### config.mk
export PLATFORM = sky130hd
export DESIGN_NAME = flash_segment_write_protect
export DESIGN_NICKNAME = d
export VERILOG_FILES = /design/src/hdl/flash_wp_pkg.sv /design/src/hdl/cfg_shadow_check.sv /design/src/hdl/flash_segment_write_protect.sv
export VERILOG_INCLUDE_DIRS = /design/src /design/src/hdl
export SDC_FILE = /design/constraint.sdc
export NUM_CORES = 1
export LEC_CHECK = 0
export BUFFER_PORTS_ARGS = -buffer_cell sky130_fd_sc_hd__buf_2
export CAP_MARGIN = 5
export CORE_ASPECT_RATIO = 0.8
export CORE_MARGIN = 4
export CORE_UTILIZATION = 51
export CTS_CLUSTER_DIAMETER = 50
export CTS_CLUSTER_SIZE = 25
export DETAILED_ROUTE_END_ITERATION = 6
export PLACE_DENSITY = 0.79
export SETUP_SLACK_MARGIN = 0.05
export SLEW_MARGIN = 20
export SYNTH_ARGS = -nofsm -noshare
export SYNTH_HDL_FRONTEND = slang
export SYNTH_HIERARCHICAL = 1
export SYNTH_SLANG_ARGS = --single-unit
### constraint.sdc
create_clock -name clk -period 2.7 [get_ports clk]
set_clock_uncertainty 0.1 [all_clocks]
set_input_delay 0.405 -clock clk [delete_from_list [all_inputs] [get_ports clk]]
set_output_delay 0.405 -clock clk [all_outputs]
set_load 0.05 [all_outputs]
### src/hdl/flash_wp_cfg.svh
// Offsets, field positions, reset values and timing counts of the write-protect block
`ifndef FLASH_WP_CFG_SVH
`define FLASH_WP_CFG_SVH

// Register offsets on the plain register port
`define WP_OFS_STATUS   4'h0
`define WP_OFS_MASK     4'h1
`define WP_OFS_CONFIG   4'h2
`define WP_OFS_LASTBLK  4'h3

// Status and mask bit positions
`define WP_BIT_PARITY   0
`define WP_BIT_BLOCKED  1
`define WP_EVT_W        2
`define WP_ST_LO        2
`define WP_ST_HI        4

// Configuration word field positions
`define WP_CFG_W        13
`define WP_F_PAGE_LO    0
`define WP_F_PAGE_HI    7
`define WP_F_CFGN       8
`define WP_F_BOUND      9
`define WP_F_DIS        10
`define WP_F_GRP        11
`define WP_F_GWRPN      12

// Unprogrammed configuration reads as all ones
`define WP_CFG_RST      13'h1FFF

// Reset request length after a shadow mismatch
`define WP_RST_CYCLES   4
`define WP_CNT_W        3

`endif

### src/hdl/flash_wp_pkg.sv
// Types shared by the write-protect block
`include "flash_wp_cfg.svh"

package flash_wp_pkg;

    // Operating state, one-hot
    typedef enum logic [2:0] {
        ST_UNLOADED = 3'b001,
        ST_ACTIVE   = 3'b010,
        ST_FAULT    = 3'b100
    } wp_state_e;

    // Stored configuration word
    typedef logic [`WP_CFG_W-1:0] cfg_word_t;

endpackage
### src/hdl/cfg_shadow_check.sv
// Complement shadow of the configuration word and its mismatch detector
`timescale 1ns/1ns
`include "flash_wp_cfg.svh"

module cfg_shadow_check (
    // Clock and reset
    input  wire logic                      clk,
    input  wire logic                      rst_n,
    // Live configuration and its reload
    input  wire flash_wp_pkg::cfg_word_t   value,
    input  wire logic                      load,
    input  wire flash_wp_pkg::cfg_word_t   loadValue,
    // Registered mismatch flag
    output logic                           mismatch
);

    flash_wp_pkg::cfg_word_t shadow_r;  // Holds the complement
    logic [`WP_CFG_W-1:0]    bitBad;    // Per-bit equality means fault

    // Shadow reloads whenever the live word is written
    always_ff @(posedge clk) begin
        if (!rst_n) begin
            shadow_r <= ~(`WP_CFG_RST);
        end else if (load) begin
            shadow_r <= ~loadValue;
        end
    end

    // A healthy bit always differs from its shadow
    genvar i;
    generate
        for (i = 0; i < `WP_CFG_W; i++) begin : g_bit
            assign bitBad[i] = value[i] ~^ shadow_r[i];
        end
    endgenerate

    // Continuous compare, registered to keep the path short
    always_ff @(posedge clk) begin
        if (!rst_n) begin
            mismatch <= 1'b0;
        end else begin
            mismatch <= |bitBad;
        end
    end

endmodule

### src/hdl/flash_segment_write_protect.sv
// Program memory write/erase gate with segment protection and config shadows
`timescale 1ns/1ns
`include "flash_wp_cfg.svh"

module flash_segment_write_protect #(
    parameter int PAGE_WORDS = 512,
    parameter int NUM_PAGES  = 256,
    parameter int ADDR_W     = $clog2(PAGE_WORDS * NUM_PAGES)
) (
    // Clock and reset
    input  wire logic                    clk,
    input  wire logic                    rst_n,
    // Register port
    input  wire logic [3:0]              regAddr,
    input  wire logic [15:0]             regWrData,
    input  wire logic                    regWr,
    input  wire logic                    regRd,
    output logic [15:0]                  regRdData,
    // Configuration word source
    input  wire logic                    cfgLoad,
    input  wire flash_wp_pkg::cfg_word_t cfgWord,
    // Storage cell disturbance, xored into live bits
    input  wire flash_wp_pkg::cfg_word_t cfgUpset,
    // Sequencer request
    input  wire logic                    reqValid,
    input  wire logic [ADDR_W-1:0]       reqAddr,
    input  wire logic                    reqWrite,
    input  wire logic                    reqExternal,
    // Sequencer answer
    output logic                         ansValid,
    output logic                         ansBlocked,
    // System
    output logic                         devResetReq,
    output logic                         irq
);

    localparam int PW_BITS = $clog2(PAGE_WORDS);
    localparam int PG_BITS = ADDR_W - PW_BITS;
    localparam logic [7:0] LAST_PAGE = 8'(NUM_PAGES - 1);

    // Page field is 8 bits, so at most 256 pages
    // Checked at elaboration, so a bad geometry never builds any logic
    if (PAGE_WORDS != (1 << PW_BITS) || NUM_PAGES < 2 || NUM_PAGES > 256
        || PG_BITS < 1 || PG_BITS > 8) begin : g_badGeometry
        // Power-of-two pages only, page index must fit the field
        $error("flash_segment_write_protect: unsupported geometry");
    end

    // Page index of an address, zero extended to the field width
    function automatic logic [7:0] pageOf(input logic [ADDR_W-1:0] a);
        logic [7:0] p;
        p = 8'h00;
        p[PG_BITS-1:0] = a[ADDR_W-1:PW_BITS];
        return p;
    endfunction

    // Operating state
    flash_wp_pkg::wp_state_e state_r;
    flash_wp_pkg::wp_state_e state_nxt;

    // Live configuration word
    flash_wp_pkg::cfg_word_t cfg_r;
    flash_wp_pkg::cfg_word_t cfg_nxt;
    logic                    cfgWe;    // Reload of live word and shadow
    logic                    mismatch; // From the shadow checker

    // Reset request counter
    logic [`WP_CNT_W-1:0] rstCnt_r;
    logic [`WP_CNT_W-1:0] rstCnt_nxt;

    // Event status, mask and last blocked page
    logic [`WP_EVT_W-1:0] status_r;
    logic [`WP_EVT_W-1:0] status_nxt;
    logic [`WP_EVT_W-1:0] mask_r;
    logic [`WP_EVT_W-1:0] events;
    logic [7:0]           lastBlk_r;

    // Decoded configuration fields
    wire [7:0] fPage  = cfg_r[`WP_F_PAGE_HI:`WP_F_PAGE_LO];
    wire       fCfgN  = cfg_r[`WP_F_CFGN];
    wire       fBound = cfg_r[`WP_F_BOUND];
    wire       fDis   = cfg_r[`WP_F_DIS];
    wire       fGrp   = cfg_r[`WP_F_GRP];
    wire       fGwrpN = cfg_r[`WP_F_GWRPN];

    // Request page and its relation to the selected page
    wire [7:0] reqPage   = pageOf(reqAddr);
    wire       atOrAbove = reqPage >= fPage;
    wire       atOrBelow = reqPage <= fPage;
    wire       inLast    = reqPage == LAST_PAGE;

    // Segment hit; top mode already reaches the config page
    wire segOn     = !fDis;
    wire hitTop    = segOn && fBound && atOrAbove;
    wire hitBottom = segOn && !fBound && atOrBelow;
    wire hitCfgPg  = segOn && !fBound && !fCfgN && inLast;
    wire segHit    = hitTop || hitBottom || hitCfgPg;

    // Global settings; read protect touches only outside access
    wire extBlock  = reqExternal && fGrp;
    wire wrGlobal  = !fGwrpN;

    // Until a word is loaded every write is refused, the safe side
    wire notReady  = state_r != flash_wp_pkg::ST_ACTIVE;

    // Segment terms are ORed in, so they can only add protection
    wire wrBlock   = wrGlobal || segHit || extBlock || notReady;
    wire blockNow  = reqWrite ? wrBlock : extBlock;

    // Register decode
    wire selStatus  = regAddr == `WP_OFS_STATUS;
    wire selMask    = regAddr == `WP_OFS_MASK;
    wire selConfig  = regAddr == `WP_OFS_CONFIG;
    wire selLastBlk = regAddr == `WP_OFS_LASTBLK;
    wire wrStatus   = regWr && selStatus;
    wire wrMask     = regWr && selMask;

    // Fault entry and exit
    wire faultEnter = mismatch && (state_r != flash_wp_pkg::ST_FAULT);
    wire faultDone  = (state_r == flash_wp_pkg::ST_FAULT) && (rstCnt_r == '0);

    // Read mux; unmapped offsets read zero
    wire [15:0] rdStatus = {11'h000, state_r, status_r};
    wire [15:0] rdMask   = {14'h0000, mask_r};
    wire [15:0] rdConfig = {3'h0, cfg_r};
    wire [15:0] rdLast   = {8'h00, lastBlk_r};
    wire [15:0] rdMux    = selStatus  ? rdStatus :
                           selMask    ? rdMask   :
                           selConfig  ? rdConfig :
                           selLastBlk ? rdLast   : 16'h0000;

    // State sequencing
    always_comb begin
        state_nxt  = state_r;
        rstCnt_nxt = rstCnt_r;
        unique case (state_r)
            flash_wp_pkg::ST_UNLOADED: begin
                // Wait for the first configuration word
                if (faultEnter) begin
                    state_nxt  = flash_wp_pkg::ST_FAULT;
                    rstCnt_nxt = `WP_CNT_W'(`WP_RST_CYCLES - 1);
                end else if (cfgLoad) begin
                    state_nxt = flash_wp_pkg::ST_ACTIVE;
                end
            end
            flash_wp_pkg::ST_ACTIVE: begin
                // Normal gating
                if (faultEnter) begin
                    state_nxt  = flash_wp_pkg::ST_FAULT;
                    rstCnt_nxt = `WP_CNT_W'(`WP_RST_CYCLES - 1);
                end
            end
            flash_wp_pkg::ST_FAULT: begin
                // Hold the reset request, then start over
                if (faultDone) begin
                    state_nxt = flash_wp_pkg::ST_UNLOADED;
                end else begin
                    rstCnt_nxt = rstCnt_r - `WP_CNT_W'(1);
                end
            end
        endcase
    end

    // Live word: fault restores defaults, load wins over upset
    always_comb begin
        cfgWe   = 1'b0;
        cfg_nxt = cfg_r ^ cfgUpset;
        if (state_r == flash_wp_pkg::ST_FAULT) begin
            cfgWe   = 1'b1;
            cfg_nxt = `WP_CFG_RST;
        end else if (cfgLoad && !faultEnter) begin
            cfgWe   = 1'b1;
            cfg_nxt = cfgWord;
        end
    end

    // Events; a set in the clearing cycle survives
    always_comb begin
        events = '0;
        events[`WP_BIT_PARITY]  = faultEnter;
        events[`WP_BIT_BLOCKED] = reqValid && blockNow;
        status_nxt = status_r;
        if (wrStatus) begin
            status_nxt = status_r & ~regWrData[`WP_EVT_W-1:0];
        end
        status_nxt = status_nxt | events;
    end

    // Shadow keeps the complement of every word written to the live copy
    cfg_shadow_check u_shadow (
        .clk       (clk),
        .rst_n     (rst_n),
        .value     (cfg_r),
        .load      (cfgWe),
        .loadValue (cfg_nxt),
        .mismatch  (mismatch)
    );

    // State, counter and live word
    always_ff @(posedge clk) begin
        if (!rst_n) begin
            state_r  <= flash_wp_pkg::ST_UNLOADED;
            rstCnt_r <= '0;
            cfg_r    <= `WP_CFG_RST;
        end else begin
            state_r  <= state_nxt;
            rstCnt_r <= rstCnt_nxt;
            cfg_r    <= cfg_nxt;
        end
    end

    // Reset request stands for the whole fault state
    always_ff @(posedge clk) begin
        if (!rst_n) begin
            devResetReq <= 1'b0;
        end else begin
            devResetReq <= state_nxt == flash_wp_pkg::ST_FAULT;
        end
    end

    // Answer one cycle after the request
    always_ff @(posedge clk) begin
        if (!rst_n) begin
            ansValid   <= 1'b0;
            ansBlocked <= 1'b0;
        end else begin
            ansValid   <= reqValid;
            ansBlocked <= reqValid && blockNow;
        end
    end

    // Last blocked page for software diagnosis
    always_ff @(posedge clk) begin
        if (!rst_n) begin
            lastBlk_r <= 8'h00;
        end else if (reqValid && blockNow) begin
            lastBlk_r <= reqPage;
        end
    end

    // Status, mask and interrupt
    always_ff @(posedge clk) begin
        if (!rst_n) begin
            status_r <= '0;
            mask_r   <= '0;
            irq      <= 1'b0;
        end else begin
            status_r <= status_nxt;
            if (wrMask) begin
                mask_r <= regWrData[`WP_EVT_W-1:0];
            end
            irq <= |(status_nxt & (wrMask ? regWrData[`WP_EVT_W-1:0] : mask_r));
        end
    end

    // Read data stands only in the cycle after the strobe
    always_ff @(posedge clk) begin
        if (!rst_n) begin
            regRdData <= 16'h0000;
        end else begin
            regRdData <= regRd ? rdMux : 16'h0000;
        end
    end

    // Checks
    wire active = state_r == flash_wp_pkg::ST_ACTIVE;
    wire intWr  = reqValid && reqWrite && !reqExternal && active && !cfgLoad;

    property p_upset_fault;
        @(posedge clk) disable iff (!rst_n)
        (active && !cfgLoad && (cfgUpset != '0)) |-> ##3 (state_r == flash_wp_pkg::ST_FAULT);
    endproperty
    a_upset_fault: assert property (p_upset_fault) else $error("Upset did not fault");

    property p_reset_len;
        @(posedge clk) disable iff (!rst_n)
        $rose(devResetReq) |-> devResetReq [*4] ##1 !devResetReq;
    endproperty
    a_reset_len: assert property (p_reset_len) else $error("Reset request length wrong");

    property p_parity_flag;
        @(posedge clk) disable iff (!rst_n)
        $rose(devResetReq) |-> status_r[`WP_BIT_PARITY];
    endproperty
    a_parity_flag: assert property (p_parity_flag) else $error("Parity error not flagged");

    property p_seg_off;
        @(posedge clk) disable iff (!rst_n)
        (intWr && fDis && fGwrpN) |=> (ansValid && !ansBlocked);
    endproperty
    a_seg_off: assert property (p_seg_off) else $error("Disabled segment still blocked");

    property p_top;
        @(posedge clk) disable iff (!rst_n)
        (intWr && !fDis && fBound && atOrAbove) |=> ansBlocked;
    endproperty
    a_top: assert property (p_top) else $error("Top segment write passed");

    property p_bottom;
        @(posedge clk) disable iff (!rst_n)
        (intWr && !fDis && !fBound) |=> (ansBlocked == $past(atOrBelow || (!fCfgN && inLast) || !fGwrpN));
    endproperty
    a_bottom: assert property (p_bottom) else $error("Bottom segment gating wrong");

    property p_cfg_page;
        @(posedge clk) disable iff (!rst_n)
        (intWr && !fDis && !fBound && !fCfgN && inLast) |=> ansBlocked;
    endproperty
    a_cfg_page: assert property (p_cfg_page) else $error("Last page write passed");

    property p_global_wr;
        @(posedge clk) disable iff (!rst_n)
        (reqValid && reqWrite && !fGwrpN) |=> ansBlocked;
    endproperty
    a_global_wr: assert property (p_global_wr) else $error("Global write protect ignored");

    property p_ext_read;
        @(posedge clk) disable iff (!rst_n)
        (reqValid && !reqWrite) |=> (ansBlocked == $past(reqExternal && fGrp));
    endproperty
    a_ext_read: assert property (p_ext_read) else $error("Read gating wrong");

    property p_set_wins;
        @(posedge clk) disable iff (!rst_n)
        (reqValid && blockNow && wrStatus) |=> status_r[`WP_BIT_BLOCKED];
    endproperty
    a_set_wins: assert property (p_set_wins) else $error("Blocked event lost on clear");

    c_fault:   cover property (@(posedge clk) disable iff (!rst_n) $rose(devResetReq));
    c_blocked: cover property (@(posedge clk) disable iff (!rst_n) ansValid && ansBlocked);
    c_top:     cover property (@(posedge clk) disable iff (!rst_n) intWr && !fDis && fBound && atOrAbove);
    c_irq:     cover property (@(posedge clk) disable iff (!rst_n) $rose(irq));

endmodule

---- Yosys cells after proc, flatten, opt, wreduce, memory -nomap -nowiden ----
Cells that the tools add are included.
word-level totals
  register bits after elaboration ......... 65
  input port bits ......................... 71
  output and inout bits ................... 20
  word-level logic and storage cells ...... 102
cells by class
  add/subtract/negate cells ............... 1
  order comparisons ....................... 2
  equality and inequality tests ........... 12
  mux-type cells .......................... 19
  bitwise gates (word level) .............. 21
  reduce and logical (&&, ||, !) cells .... 32
operators with widths
  cell                number
  $mux 13             3
  $mux 3              6
  $logic_and 1x1->1   13
  $not 13->13         1
  $reduce_or 13->1    1
  $xnor 1x1->1        13
  $xor 13x13->13      1
  $mux 5              2
  $pmux 3 s3          1
  $eq 4x2->1 const B  2
  $eq 8x8->1 const B  1
  $ge 8x8->1          1
  $le 8x8->1          1
  $mux 8              1
  $eq 3x3->1 const B  2
  $pmux 3 s2          1
  $logic_not 1->1     5
  $logic_or 1x1->1    5
  $reduce_or 5->1     1
  $and 2x2->2         2
  $eq 4x1->1 const B  1
  $logic_not 4->1     1
  $mux 2              2
  $reduce_and 2->1    2
  other kinds (14)    18

---- Logic depth before layout (Yosys ltp) ----
Gate-level depths: netlist of the first run.
  depth after elaboration ................. 13
  mapped depth ............................ 9

---- Modules after synthesis ----
Netlist of the first run, hierarchy kept.
modules (own cells, without submodules)
  module                       instances  cells each  area an instance (sq um)  sequential area each (sq um)
  flash_segment_write_protect  1          276         2,351.0                   960.9
  cfg_shadow_check             1          61          618.1                     280.3

---- Worst setup path after synthesis of the first run ----
Ideal clock, no wire load.
  path type ............................... register to register
  from .................................... register state_r[0]
  to ...................................... register u_shadow.shadow_r[10]
  library setup time ...................... 0.116 ns
  data arrival time ....................... 1.930 ns
  data required time ...................... 2.484 ns
  setup slack ............................. 0.554 ns
  stages on the path, launching flop included .. 9
  period minus slack after synthesis ...... 2.146 ns
  cell sequence ........................... dfxtp_1 or3b_1 clkbuf_1 clkbuf_1 nand2_1 clkbuf_1 clkbuf_1 nand2_1 o211a_1
between the ends
  elaborated cells on any way between the ends .. 10
RTL lines
  item                    line                                RTL
  from (decl)             flash_segment_write_protect.sv:58   flash_wp_pkg::wp_state_e state_r;
  from (signal assigned)  flash_segment_write_protect.sv:202  state_r <= flash_wp_pkg::ST_UNLOADED;
  from (signal assigned)  flash_segment_write_protect.sv:206  state_r <= state_nxt;
  $ne 3x3->1              flash_segment_write_protect.sv:119  wire faultEnter = mismatch && (state_r != flash_wp_pkg::ST_FAULT);
  $logic_and 1x1->1       flash_segment_write_protect.sv:119
  $logic_not 1->1         flash_segment_write_protect.sv:171  end else if (cfgLoad && !faultEnter) begin
  $logic_and 1x1->1       flash_segment_write_protect.sv:171
  $mux 1                  flash_segment_write_protect.sv:171
  $mux 1 *                flash_segment_write_protect.sv:168  if (state_r == flash_wp_pkg::ST_FAULT) begin
  net cfgWe               flash_segment_write_protect.sv:64   logic cfgWe;
  to (signal assigned)    cfg_shadow_check.sv:23              shadow_r <= ~(`WP_CFG_RST);
  to (signal assigned)    cfg_shadow_check.sv:25              shadow_r <= ~loadValue;
  to (decl)               cfg_shadow_check.sv:17              flash_wp_pkg::cfg_word_t shadow_r;
The timed path passes the listed nets; every way through them passes the cells marked *.
A chain may end at the register's enable or synchronous reset.

---- Final worst setup path of the first run ----
  from .................................... register cfg_r[1]
  to ...................................... register lastBlk_r[4]
between the ends
  cells in the longest elaborated chain, start to end .. 9
  elaborated cells on any way between the ends .. 11
ends and longest elaborated chain
  item                                      line                                                                  RTL
  from (decl)                               flash_segment_write_protect.sv:62                                     flash_wp_pkg::cfg_word_t cfg_r;
  from (signal assigned)                    flash_segment_write_protect.sv:204                                    cfg_r <= `WP_CFG_RST;
  from (signal assigned)                    flash_segment_write_protect.sv:208                                    cfg_r <= cfg_nxt;
  $ge 8x8->1 or $le 8x8->1 (tied branches)  flash_segment_write_protect.sv:88, flash_segment_write_protect.sv:89
  $logic_and 1x1->1 (on tied branches)      flash_segment_write_protect.sv:94, flash_segment_write_protect.sv:95
  $logic_or 1x1->1 * (2 in a row)           flash_segment_write_protect.sv:97                                     wire segHit = hitTop || hitBottom || hitCfgPg;
  $logic_or 1x1->1 * (3 in a row)           flash_segment_write_protect.sv:107                                    wire wrBlock = wrGlobal || segHit || extBlock || notReady;
  $mux 1 *                                  flash_segment_write_protect.sv:108                                    wire blockNow = reqWrite ? wrBlock : extBlock;
  $logic_and 1x1->1 *                       flash_segment_write_protect.sv:236                                    end else if (reqValid && blockNow) begin
  to (signal assigned)                      flash_segment_write_protect.sv:237                                    lastBlk_r <= reqPage;
  to (decl)                                 flash_segment_write_protect.sv:76                                     logic [7:0] lastBlk_r;
Mark *: on every way between the ends. The rest lies on a longest branch, timed or not.

==> metrics.log, run 1 <==
[metrics] run status: complete, no violations
[metrics] Gates resized, CTS repair: 0
[metrics] HPWL after detailed placement: about 5200 um
[metrics] kind of critical path: flip-flop to flip-flop
[metrics] Post-Synth Adder-Cell Area: about 4.2%
[metrics] core box area: roughly 5600 um^2
[metrics] most instantiated library cell after synthesis: nand2_1
[metrics] number of max-cap violations: 0
[metrics] CTS root buf: clkbuf_8
[metrics] diode insertion count for antenna repair: 0
[metrics] area growth from synthesis to layout: 19.0%
[metrics] Iteration-0 DRC Markers: roughly 160
[metrics] wire per inst: around 14 um
[metrics] overall global routing resource usage: around a fifth
[metrics] top metal layer carrying routed signals: met4
[metrics] top post-synthesis cells by area: dfxtp_1 42%, nand2_1 8.3%, xnor2_1 5.9%
[metrics] Ports: between 90 and 100
[metrics] count of flip-flops with a built-in enable after synthesis: 0
[metrics] Final Hold Vio Count: 0
[metrics] met3 wirelength from detailed routing: about 470 um
[metrics] Slowest cell on crit path: or4_4
[metrics] postcts setup bufs: 0
[metrics] # DRC: 0
[metrics] worst-case clock buffer depth: 2
[metrics] initial standard-cell utilization of the core: about 53%
[metrics] number of clock buffers inserted by TritonCTS: 9
[metrics] portion of the post-synthesis area used by sequential elements: between 40% and 50%
[metrics] cell-by-cell trace of the critical path: inv_1 -> ha_1 -> nor2b_4 -> o211ai_2 -> a21oi_2 -> or4_4 -> a31oi_2 -> buf_4 -> mux2i_1
[metrics] share of Yosys cell area claimed by the top area cell type: about two fifths
[metrics] grt ovf: 0
[metrics] die width: about 93 um
[metrics] post-synth design cell area: 2970 um^2
[metrics] non-filler instance count after layout: 483
[metrics] main combinational cell family by area after synthesis: simple AND/OR/NAND/NOR gates
[metrics] critical path launch point type: flip-flop
[metrics] Pre-antenna DRT Iters: 4
[metrics] proportion of synthesized flip-flops having asynchronous set or reset: 0%
[metrics] area used by multi-input combinational logic: between 1500 and 2000 um^2
[metrics] die area: a little over 7000 um^2
[metrics] power density over the cells: 628 nW/um^2
[metrics] Reg clk slew, reported paths: ~0.07 ns
[metrics] met2 wire len: approximately 3100 um
[metrics] post-synthesis cell type count: 45
[metrics] Post-Synth Simple-Gate Area: about 21%
[metrics] Post-synth top flop: dfxtp_1
[metrics] Yosys warning total: 6
[metrics] proportion of synthesized area in mux cells: 6.87%
[metrics] total length of routed wires: 6780 um
[metrics] Static Leakage: 1.76 nW
[metrics] Slew HR: between 40% and 50%
[metrics] number of rows created at floorplan: 24
[metrics] setup violators final: 0
[metrics] accumulated negative setup slack: 0 ns
[metrics] worst path bufs/invs: 2
[metrics] Worst Path Max Fanout: 10
[metrics] Layout Nets: 483
[metrics] kind of end point of the critical path: flip-flop
[metrics] antenna violations before repair: 0
[metrics] Synth top cells by count: 66 x nand2_1, 62 x dfxtp_1, 21 x nor2_1, 20 x xnor2_1, 17 x mux2i_1
[metrics] Storage cell area: between 1000 and 1500 um^2
[metrics] Final Cycle Share: 88.1%
[metrics] total via count in the routed design: between 2000 and 3000
[metrics] CTS tree: built
[metrics] total placed cells including tap cells: 469
[metrics] synthesized flop and latch total: 62
[metrics] synthesized-area fraction occupied by xor and xnor cells: under 10%
[metrics] clock latency on the worst-skew pair: roughly 0.35 ns
[metrics] most area-hungry cell type in the Yosys netlist: dfxtp_1
[metrics] Routed met1 length: approximately 3100 um
[metrics] Tmin final: roughly 2.4 ns
[metrics] post-DR vias/cell: 5.25
[metrics] CP peak stage delay: around 0.44 ns
[metrics] synthesized netlist cell count: ~340
[metrics] Compound-Gate Fraction of Synth Area: between 10% and 20%
[metrics] final estimated routing congestion in global placement: roughly 0.84
[metrics] pin count of the biggest net entering global routing: a little over 40
[metrics] remaining antenna violation count: 0
[metrics] unrepaired setup endpoints after global routing: false
[metrics] measured slew at the worst slew-check pin: between 0.7 and 0.8 ns
[metrics] die boundary height: approximately 76 um
[metrics] share of post-route cells with drive strength above 1: a little under a quarter
[metrics] hold-fix buffer count after cts: 0
[metrics] critical path required time: between 2 and 3 ns
[metrics] family with the most delay on the worst path: simple AND/OR/NAND/NOR gates
[metrics] peak supply drop: approximately 0.0003 V
[metrics] vias in the first global route: around 2400
[metrics] Port Buffer Count: between 60 and 70
[metrics] arrival time at the worst endpoint: about 2.6 ns
[metrics] maximum achievable frequency: 0.421 GHz
[metrics] final slew viol count: 0
[metrics] number of H-tree levels: 3
[metrics] wire length of the first global-routing pass: ~12000 um
[metrics] syn_area_per_cell: between 8 and 9 um^2
[metrics] filler cell count: between 400 and 500
[metrics] worst hold path type: input pin to flip-flop
[metrics] clock net sink count: slightly above 60
worst reg2reg max path: stages, from the launching register on:
cell and delay [ns]:
dfxtp_1 0.38, inv_1 0.10, ha_1 0.30, nor2b_4 0.13
o211ai_2 0.15, a21oi_2 0.08, or4_4 0.44, a31oi_2 0.19
buf_4 0.23, mux2i_1 0.20
worst paths after layout:
path / start / end / slack [ns] / depth (start not counted)
min: reqValid / ansValid$_SDFF_PN0_ / 0.21 / 2
min reg2reg: lastBlk_r[0]$_SDFFE_PN0P_ / lastBlk_r[0]$_SDFFE_PN0P_ / 0.36 / 2
max reg2reg: cfg_r[1]$_SDFF_PN1_ / lastBlk_r[4]$_SDFFE_PN0P_ / 0.32 / 9
max: cfg_r[1]$_SDFF_PN1_ / lastBlk_r[4]$_SDFFE_PN0P_ / 0.32 / 9
layer usage:
metal	GRT usage, %	vias to the layer above
li1	-	1279
met1	25.7	1160
met2	32.5	83
met3	8.29	12
met4	6.30	0
met5	0	-
layout make-up:
class / count / share of cell area [%]
clock inverter: 1 / 0.142
timing repair buffer: 72 / 10.8
inverter: 12 / 1.28
tap: 78 / 2.76
clock buffer: 13 / 4.78
multi-input combinational: 245 / 45.1
sequential: 62 / 35.1
where the power goes:
| part | switching [mW] | leakage (nW) | internal (mW) |
|---|---|---|---|
| combinational | 0.248 | 1.16 | 0.202 |
| clock | 0.330 | 0.0914 | 0.396 |
| sequential | 0.0597 | 0.511 | 0.984 |
placed cells by master, fill, tap and decap left out, drive strengths merged, types with 12 or more instances in the layout:
master / instances
buf: 72
nand2: 66
dfxtp: 62
o211a: 13
o21ai: 15
inv: 12
mux2i: 17
nor2: 21
xnor2: 20
clkbuf: 13
nand3: 16
registers in the layout, summed over array words and instances (netlist names):
| name | flops |
|---|---|
| devResetReq | 1 |
| ansBlocked | 1 |
| regRdData | 13 |
| lastBlk_r | 8 |
| u_shadow/mismatch | 1 |
| ansValid | 1 |
| mask_r | 2 |
| status_r | 2 |
| u_shadow/shadow_r | 13 |
| rstCnt_r | 3 |
| irq | 1 |
| cfg_r | 13 |
| state_r | 3 |
metrics by stage:
step | cell area [um^2] | power, mW | worst slack, ns | util [%] | hold WS, ns
5_1_grt | 3530 | 2.34 | 0.181 | 63.6 | 0.206
3_3_place_gp | 3360 | 1.49 | 0.350 | 60.5 | 0.344
6_report | 3530 | 2.22 | 0.322 | 63.6 | 0.209
3_5_place_dp | 3360 | 1.51 | 0.277 | 60.5 | 0.351
2_1_floorplan | 2980 | 1.38 | 0.554 | - | 0.332
4_1_cts | 3530 | 2.24 | 0.309 | 63.6 | 0.194
cells by family (layout without fill, tap and decap cells):
family                   after synthesis  in the layout
AND/OR/NAND/NOR                      131            131
flip-flops                            62             62
AO/OA/AOI/OAI                         55             55
buffers and inverters                 32             98
XOR/XNOR                              27             27
multiplexers                          19             19
adder cells (fa/ha/maj)               10             10
other                                  1              3
Power figures use the tool's default switching activity.
==> inputs of run 2 (changes only) <==
CORE_UTILIZATION = 46   (was 51)
PLACE_DENSITY = 0.76   (was 0.79)
clock period = 2.1 ns   (was 2.7 ns; I/O delays follow)
==> metrics.log, run 2 (same netlist as run 1, synthesis figures left out) <==
[metrics] commonest non-fill, non-tap cell in the layout: nand2_1
[metrics] HPWL after detailed placement: 5430 um (+4.6%)
[metrics] number of rows created at floorplan: 25 (+4.2%)
[metrics] capturing point of the worst reg2reg path: lastBlk_r[5]$_SDFFE_PN0P_
[metrics] CP peak stage delay: 0.44 ns (about the same)
[metrics] final estimated routing congestion in global placement: 0.885 (+4.7%)
[metrics] Storage cell area: 1240 um^2 (+0.20%)
[metrics] grt ovf: 0 (unchanged)
[metrics] die area: 7810 um^2 (+9.8%)
[metrics] remaining antenna violation count: 0 (unchanged)
[metrics] wire per inst: 14.0 um (-0.52%)
[metrics] Reg clk slew, reported paths: 0.07 ns (about the same)
[metrics] total design power: 3.06 mW (+38%)
[metrics] unrepaired setup endpoints after global routing: true
[metrics] filler cell count: 513 (+4.5%)
[metrics] Final Hold Vio Count: 0 (unchanged)
[metrics] capture endpoint of the worst hold path: ansValid$_SDFF_PN0_
[metrics] area growth from synthesis to layout: 28.2%
[metrics] min-delay src: reqValid
[metrics] critical path launch point type: flip-flop
[metrics] total via count in the routed design: 2620 (+3.4%)
[metrics] cell-by-cell trace of the critical path: inv_2 -> ha_4 -> nor2b_4 -> o211ai_2 -> a21oi_2 -> or4_4 -> a31oi_4 -> buf_6 -> mux2i_2
[metrics] post-DR vias/cell: 5.13 (-2.3%)
[metrics] diode insertion count for antenna repair: 0 (unchanged)
[metrics] vias in the first global route: 2544 (+5.1%)
[metrics] WHS Path Cells: 2 (unchanged)
[metrics] Ports: 91 (unchanged)
[metrics] arrival time at the worst endpoint: 2.29 ns (-0.26 ns)
[metrics] CTS tree: built
[metrics] kind of critical path: flip-flop to flip-flop
[metrics] Final Cycle Share: 101% (+13 points)
[metrics] utilization after layout: 62.7% (-0.88 points)
[metrics] worst reg2reg path depth: 9 (unchanged)
[metrics] wire length of the first global-routing pass: 11900 um (+2.4%)
[metrics] area used by multi-input combinational logic: 1650 um^2 (+3.8%)
[metrics] CTS root buf: clkbuf_8
[metrics] # DRC: 0 (unchanged)
[metrics] hold-fix buffer count after cts: 0 (unchanged)
[metrics] total length of routed wires: 7140 um (+5.2%)
[metrics] peak supply drop: 0.000490 V (+65%)
[metrics] critical path required time: 2.27 ns (-0.60 ns)
[metrics] overall global routing resource usage: 19.5% (-1.2 points)
[metrics] kind of end point of the critical path: flip-flop
[metrics] family with the most delay on the worst path: simple AND/OR/NAND/NOR gates
[metrics] maximum achievable frequency: 0.472 GHz (+12%)
[metrics] Static Leakage: 1.88 nW (+7.0%)
[metrics] launch point of the worst path: cfg_r[1]$_SDFF_PN1_
[metrics] initial standard-cell utilization of the core: 48.9% (-4.5 points)
[metrics] Post-DP Area: 3540 um^2 (+5.5%)
[metrics] Iteration-0 DRC Markers: 107 (-31%)
[metrics] Slowest cell on crit path: or4_4
[metrics] Port Buffer Count: 64 (unchanged)
[metrics] pin count of the biggest net entering global routing: 31 (-24%)
[metrics] Pre-antenna DRT Iters: 4 (unchanged)
[metrics] number of H-tree levels: 3 (unchanged)
[metrics] final worst-path setup slack: -0.0166 ns (-0.339 ns)
[metrics] die boundary height: 79.9 um (+4.7%)
[metrics] post-route cell area: 3800 um^2 (+7.7%)
[metrics] power density over the cells: 804 nW/um^2 (+28%)
[metrics] die width: 97.8 um (+4.8%)
[metrics] clock latency on the worst-skew pair: 0.35 ns (about the same)
[metrics] share of post-route cells with drive strength above 1: 29.5% (+6.8 points)
[metrics] violations in the final reports: setup timing
[metrics] pre-CTS WS: -0.149 ns (-0.426 ns)
[metrics] Layout Nets: 506 (+4.8%)
[metrics] clock net sink count: 62 (unchanged)
[metrics] worst hold-check slack: 0.113 ns (-0.0965 ns)
[metrics] final slew viol count: 0 (unchanged)
[metrics] setup violators final: 1 (+1)
[metrics] slack of the worst reg-to-reg path: -0.02 ns (-0.34 ns)
[metrics] number of clock buffers inserted by TritonCTS: 9 (unchanged)
[metrics] run status: finished, violations left
[metrics] Worst Path Max Fanout: 5 (-5)
[metrics] worst-case clock buffer depth: 2 (unchanged)
[metrics] worst path bufs/invs: 2 (unchanged)
[metrics] commonest cells after routing, fill and taps aside: 66 x nand2_1, 64 x buf_2, 60 x dfxtp_1
[metrics] number of max-cap violations: 0 (unchanged)
[metrics] worst hold path type: input pin to flip-flop
[metrics] largest registers ranked by flip-flop count: cfg_r: 13 flops, regRdData: 13 flops, u_shadow/shadow_r: 13 flops
[metrics] launch point of the worst reg-to-reg path: cfg_r[1]$_SDFF_PN1_
[metrics] antenna violations before repair: 0 (unchanged)
[metrics] Tmin final: 2.12 ns (-0.261 ns)
[metrics] core box area: 6070 um^2 (+9.2%)
==> run 2: cell count changes in the layout (fill, tap and decap cells not counted), sizes merged <==
| cell | change |
|---|---|
| clkbuf | -1 |
| clkinv | +2 |
| bufinv | +1 |
| buf | +23 |
==> run 2: worst max path at each step <==
stage	end	slack, ns	cells past startpoint
4_1_cts	lastBlk_r[5]$_SDFFE_PN0P_	-0.05	10
5_1_grt	lastBlk_r[5]$_SDFFE_PN0P_	-0.1	9
3_5_place_dp	lastBlk_r[5]$_SDFFE_PN0P_	-0.15	8
6_report	lastBlk_r[5]$_SDFFE_PN0P_	-0.02	9
3_3_place_gp	lastBlk_r[0]$_SDFFE_PN0P_	-0.09	9
2_1_floorplan	lastBlk_r[0]$_SDFFE_PN0P_	0.05	8
==> run 2: cell type report <==
class	instances	area share, %
Timing Repair Buffer	95	14.7
Clock buffer	12	4.08
Clock inverter	4	1.18
Sequential cell	62	32.7
Inverter	12	1.18
Tap cell	81	2.66
Multi-Input combinational cell	245	43.5
==> run 2: power breakdown <==
group	internal, mW	switching [mW]
registers	1.27	0.0617
clock network	0.606	0.446
logic	0.320	0.357
total	2.19	0.865
==> run 2: through the flow <==
step	TNS [ns]	cells
after floorplan	0	339
after global placement	-0.776	493
after detailed placement	-1.20	493
after CTS	-0.291	512
after global routing	-0.619	511
final	-0.0166	511
==> run 2: what timing repair did <==
item,in CTS,in global routing
pin swaps,1,0
setup buffers,2,1
resized for setup,8,3
endpoints found under the setup margin,10,10
cloned,1,0
==> run 2: layer usage <==
layer	vias up	global-route usage, %	share of wire, %
met2	90	29.6	43
met5	-	0	0
li1	1331	-	-
met4	0	4.84	0.94
met1	1189	25.6	47
met3	10	8.03	8.3
==> run 2: worst reg2reg max path, stage by stage (launching register included) <==
cell and delay (ns):
dfxtp_2 0.35, inv_2 0.06, ha_4 0.21, nor2b_4 0.12
o211ai_2 0.14, a21oi_2 0.09, or4_4 0.44, a31oi_4 0.18
buf_6 0.16, mux2i_2 0.21
==> inputs of run 3 (changes only) <==
CORE_MARGIN = 3   (was 4)
CORE_UTILIZATION = 51   (was 46)
PLACE_DENSITY = 0.79   (was 0.76)
clock period = 2.2 ns   (was 2.1 ns; I/O delays follow)
==> metrics.log, run 3 (same netlist as run 1, synthesis figures left out) <==
[metrics] vias in the first global route: 2438 (-4.2%)
[metrics] diode insertion count for antenna repair: 0 (unchanged)
[metrics] largest registers ranked by flip-flop count: cfg_r: 13 flops, regRdData: 13 flops, u_shadow/shadow_r: 13 flops
[metrics] number of rows created at floorplan: 24 (-4.0%)
[metrics] final slew viol count: 0 (unchanged)
[metrics] initial standard-cell utilization of the core: 53.7% (+4.8 points)
[metrics] commonest non-fill, non-tap cell in the layout: nand2_1
[metrics] run status: finished, violations left
[metrics] cell-by-cell trace of the critical path: inv_2 -> ha_4 -> nor2b_4 -> o211ai_2 -> a21oi_2 -> or4_4 -> a31oi_4 -> buf_6 -> buf_16 -> mux2i_1
[metrics] number of clock buffers inserted by TritonCTS: 9 (unchanged)
[metrics] wire per inst: 14.7 um (+5.5%)
[metrics] grt ovf: 0 (unchanged)
[metrics] overall global routing resource usage: 22.8% (+3.3 points)
[metrics] post-DR vias/cell: 5.25 (+2.4%)
[metrics] total length of routed wires: 7470 um (+4.6%)
[metrics] maximum achievable frequency: 0.453 GHz (-4.2%)
[metrics] antenna violations before repair: 0 (unchanged)
[metrics] power density over the cells: 754 nW/um^2 (-6.2%)
[metrics] violations in the final reports: setup timing
[metrics] Port Buffer Count: 64 (unchanged)
[metrics] die area: 6780 um^2 (-13%)
[metrics] unrepaired setup endpoints after global routing: true
[metrics] final estimated routing congestion in global placement: 0.813 (-8.0%)
[metrics] CTS tree: built
[metrics] Reg clk slew, reported paths: 0.07 ns (about the same)
[metrics] Slowest cell on crit path: or4_4
[metrics] worst hold path type: input pin to flip-flop
[metrics] wire length of the first global-routing pass: 11700 um (-1.2%)
[metrics] kind of end point of the critical path: flip-flop
[metrics] Layout Nets: 505 (-0.20%)
[metrics] number of H-tree levels: 3 (unchanged)
[metrics] CP peak stage delay: 0.45 ns (about the same)
[metrics] area growth from synthesis to layout: 28.5%
[metrics] clock net sink count: 62 (unchanged)
[metrics] hold-fix buffer count after cts: 0 (unchanged)
[metrics] worst path bufs/invs: 3 (+1)
[metrics] final worst-path setup slack: -0.00979 ns (+0.00682 ns)
[metrics] Iteration-0 DRC Markers: 136 (+27%)
[metrics] Final Cycle Share: 100% (-0.35 points)
[metrics] core box area: 5530 um^2 (-8.9%)
[metrics] family with the most delay on the worst path: simple AND/OR/NAND/NOR gates
[metrics] clock latency on the worst-skew pair: 0.34 ns (about the same)
[metrics] setup violators final: 1 (unchanged)
[metrics] critical path launch point type: flip-flop
[metrics] Tmin final: 2.21 ns (+0.0932 ns)
[metrics] share of post-route cells with drive strength above 1: 29.4% (-0.16 points)
[metrics] Final Hold Vio Count: 0 (unchanged)
[metrics] Static Leakage: 1.88 nW (about the same)
[metrics] accumulated negative setup slack: -0.00979 ns (+0.00682 ns)
[metrics] Ports: 91 (unchanged)
[metrics] peak supply drop: 0.000444 V (-9.4%)
[metrics] die boundary height: 74.2 um (-7.0%)
[metrics] remaining antenna violation count: 0 (unchanged)
[metrics] # DRC: 0 (unchanged)
[metrics] critical path required time: 2.37 ns (+0.10 ns)
[metrics] Worst Path Max Fanout: 5 (unchanged)
[metrics] die width: 91.3 um (-6.7%)
[metrics] total via count in the routed design: 2662 (+1.6%)
[metrics] commonest cells after routing, fill and taps aside: 66 x nand2_1, 64 x buf_2, 61 x dfxtp_1
[metrics] worst-case clock buffer depth: 2 (unchanged)
[metrics] CTS root buf: clkbuf_8
[metrics] Pre-antenna DRT Iters: 4 (unchanged)
[metrics] pin count of the biggest net entering global routing: 28 (-9.7%)
[metrics] arrival time at the worst endpoint: 2.38 ns (+0.09 ns)
[metrics] kind of critical path: flip-flop to flip-flop
[metrics] HPWL after detailed placement: 5160 um (-5.1%)
[metrics] number of max-cap violations: 0 (unchanged)
[metrics] utilization after layout: 69.0% (+6.3 points)
==> run 3: final timing paths <==
| kind | cells after the start | end | slack (ns) | start |
|---|---|---|---|---|
| setup / recovery | 10 | lastBlk_r[3]$_SDFFE_PN0P_ | -0.01 | cfg_r[1]$_SDFF_PN1_ |
| hold / removal | 2 | ansValid$_SDFF_PN0_ | 0.15 | reqValid |
| setup reg to reg | 10 | lastBlk_r[3]$_SDFFE_PN0P_ | -0.01 | cfg_r[1]$_SDFF_PN1_ |
| hold reg to reg | 2 | lastBlk_r[5]$_SDFFE_PN0P_ | 0.37 | lastBlk_r[5]$_SDFFE_PN0P_ |
==> run 3: worst register-to-register path, cell delays in order, from the launching register on <==
cell and delay [ns]:
dfxtp_2 0.32, inv_2 0.08, ha_4 0.20, nor2b_4 0.12
o211ai_2 0.14, a21oi_2 0.08, or4_4 0.45, a31oi_4 0.23
buf_6 0.14, buf_16 0.11, mux2i_1 0.18
==> run 3: what timing repair did <==
item | 4_1_cts | 5_1_grt
gates resized for setup | 9 | 8
pin swaps | 2 | 2
endpoints found under the setup margin | 10 | 10
gates cloned | 1 | 0
buffers inserted | 3 | 3
==> run 3: through the flow <==
stage	cells	hold slack, ns	area [um^2]	power [mW]	setup slack (ns)
finish	507	0.145	3810	2.88	-0.00979
global placement	485	0.342	3490	1.87	-0.0562
CTS	505	0.132	3780	2.88	0.000847
detailed placement	485	0.354	3490	1.89	-0.132
floorplan	339	0.332	2980	1.69	0.0539
global route	507	0.135	3810	3.03	-0.0929
==> run 3: where the power goes <==
part | internal (mW) | switching, mW
combinational | 0.313 | 0.345
sequential | 1.21 | 0.0636
clock | 0.516 | 0.432
total | 2.04 | 0.841
==> run 3: cell type report <==
class,count,area (um^2)
Sequential cell,62,1240
Timing Repair Buffer,94,573
Inverter,12,45.0
Clock buffer,11,131
Tap cell,78,97.6
Clock inverter,5,50.0
Multi-Input combinational cell,245,1680
Fill cell,457,1710
==> run 3: routing by layer <==
metal / share of wire (%) / vias to the layer above / global-route usage [%]
met2: 45 / 110 / 35.2
met1: 44 / 1205 / 29.3
li1: - / 1329 / -
met3: 8.3 / 18 / 8.09
met4: 2.4 / 0 / 9.53
met5: 0 / - / 0
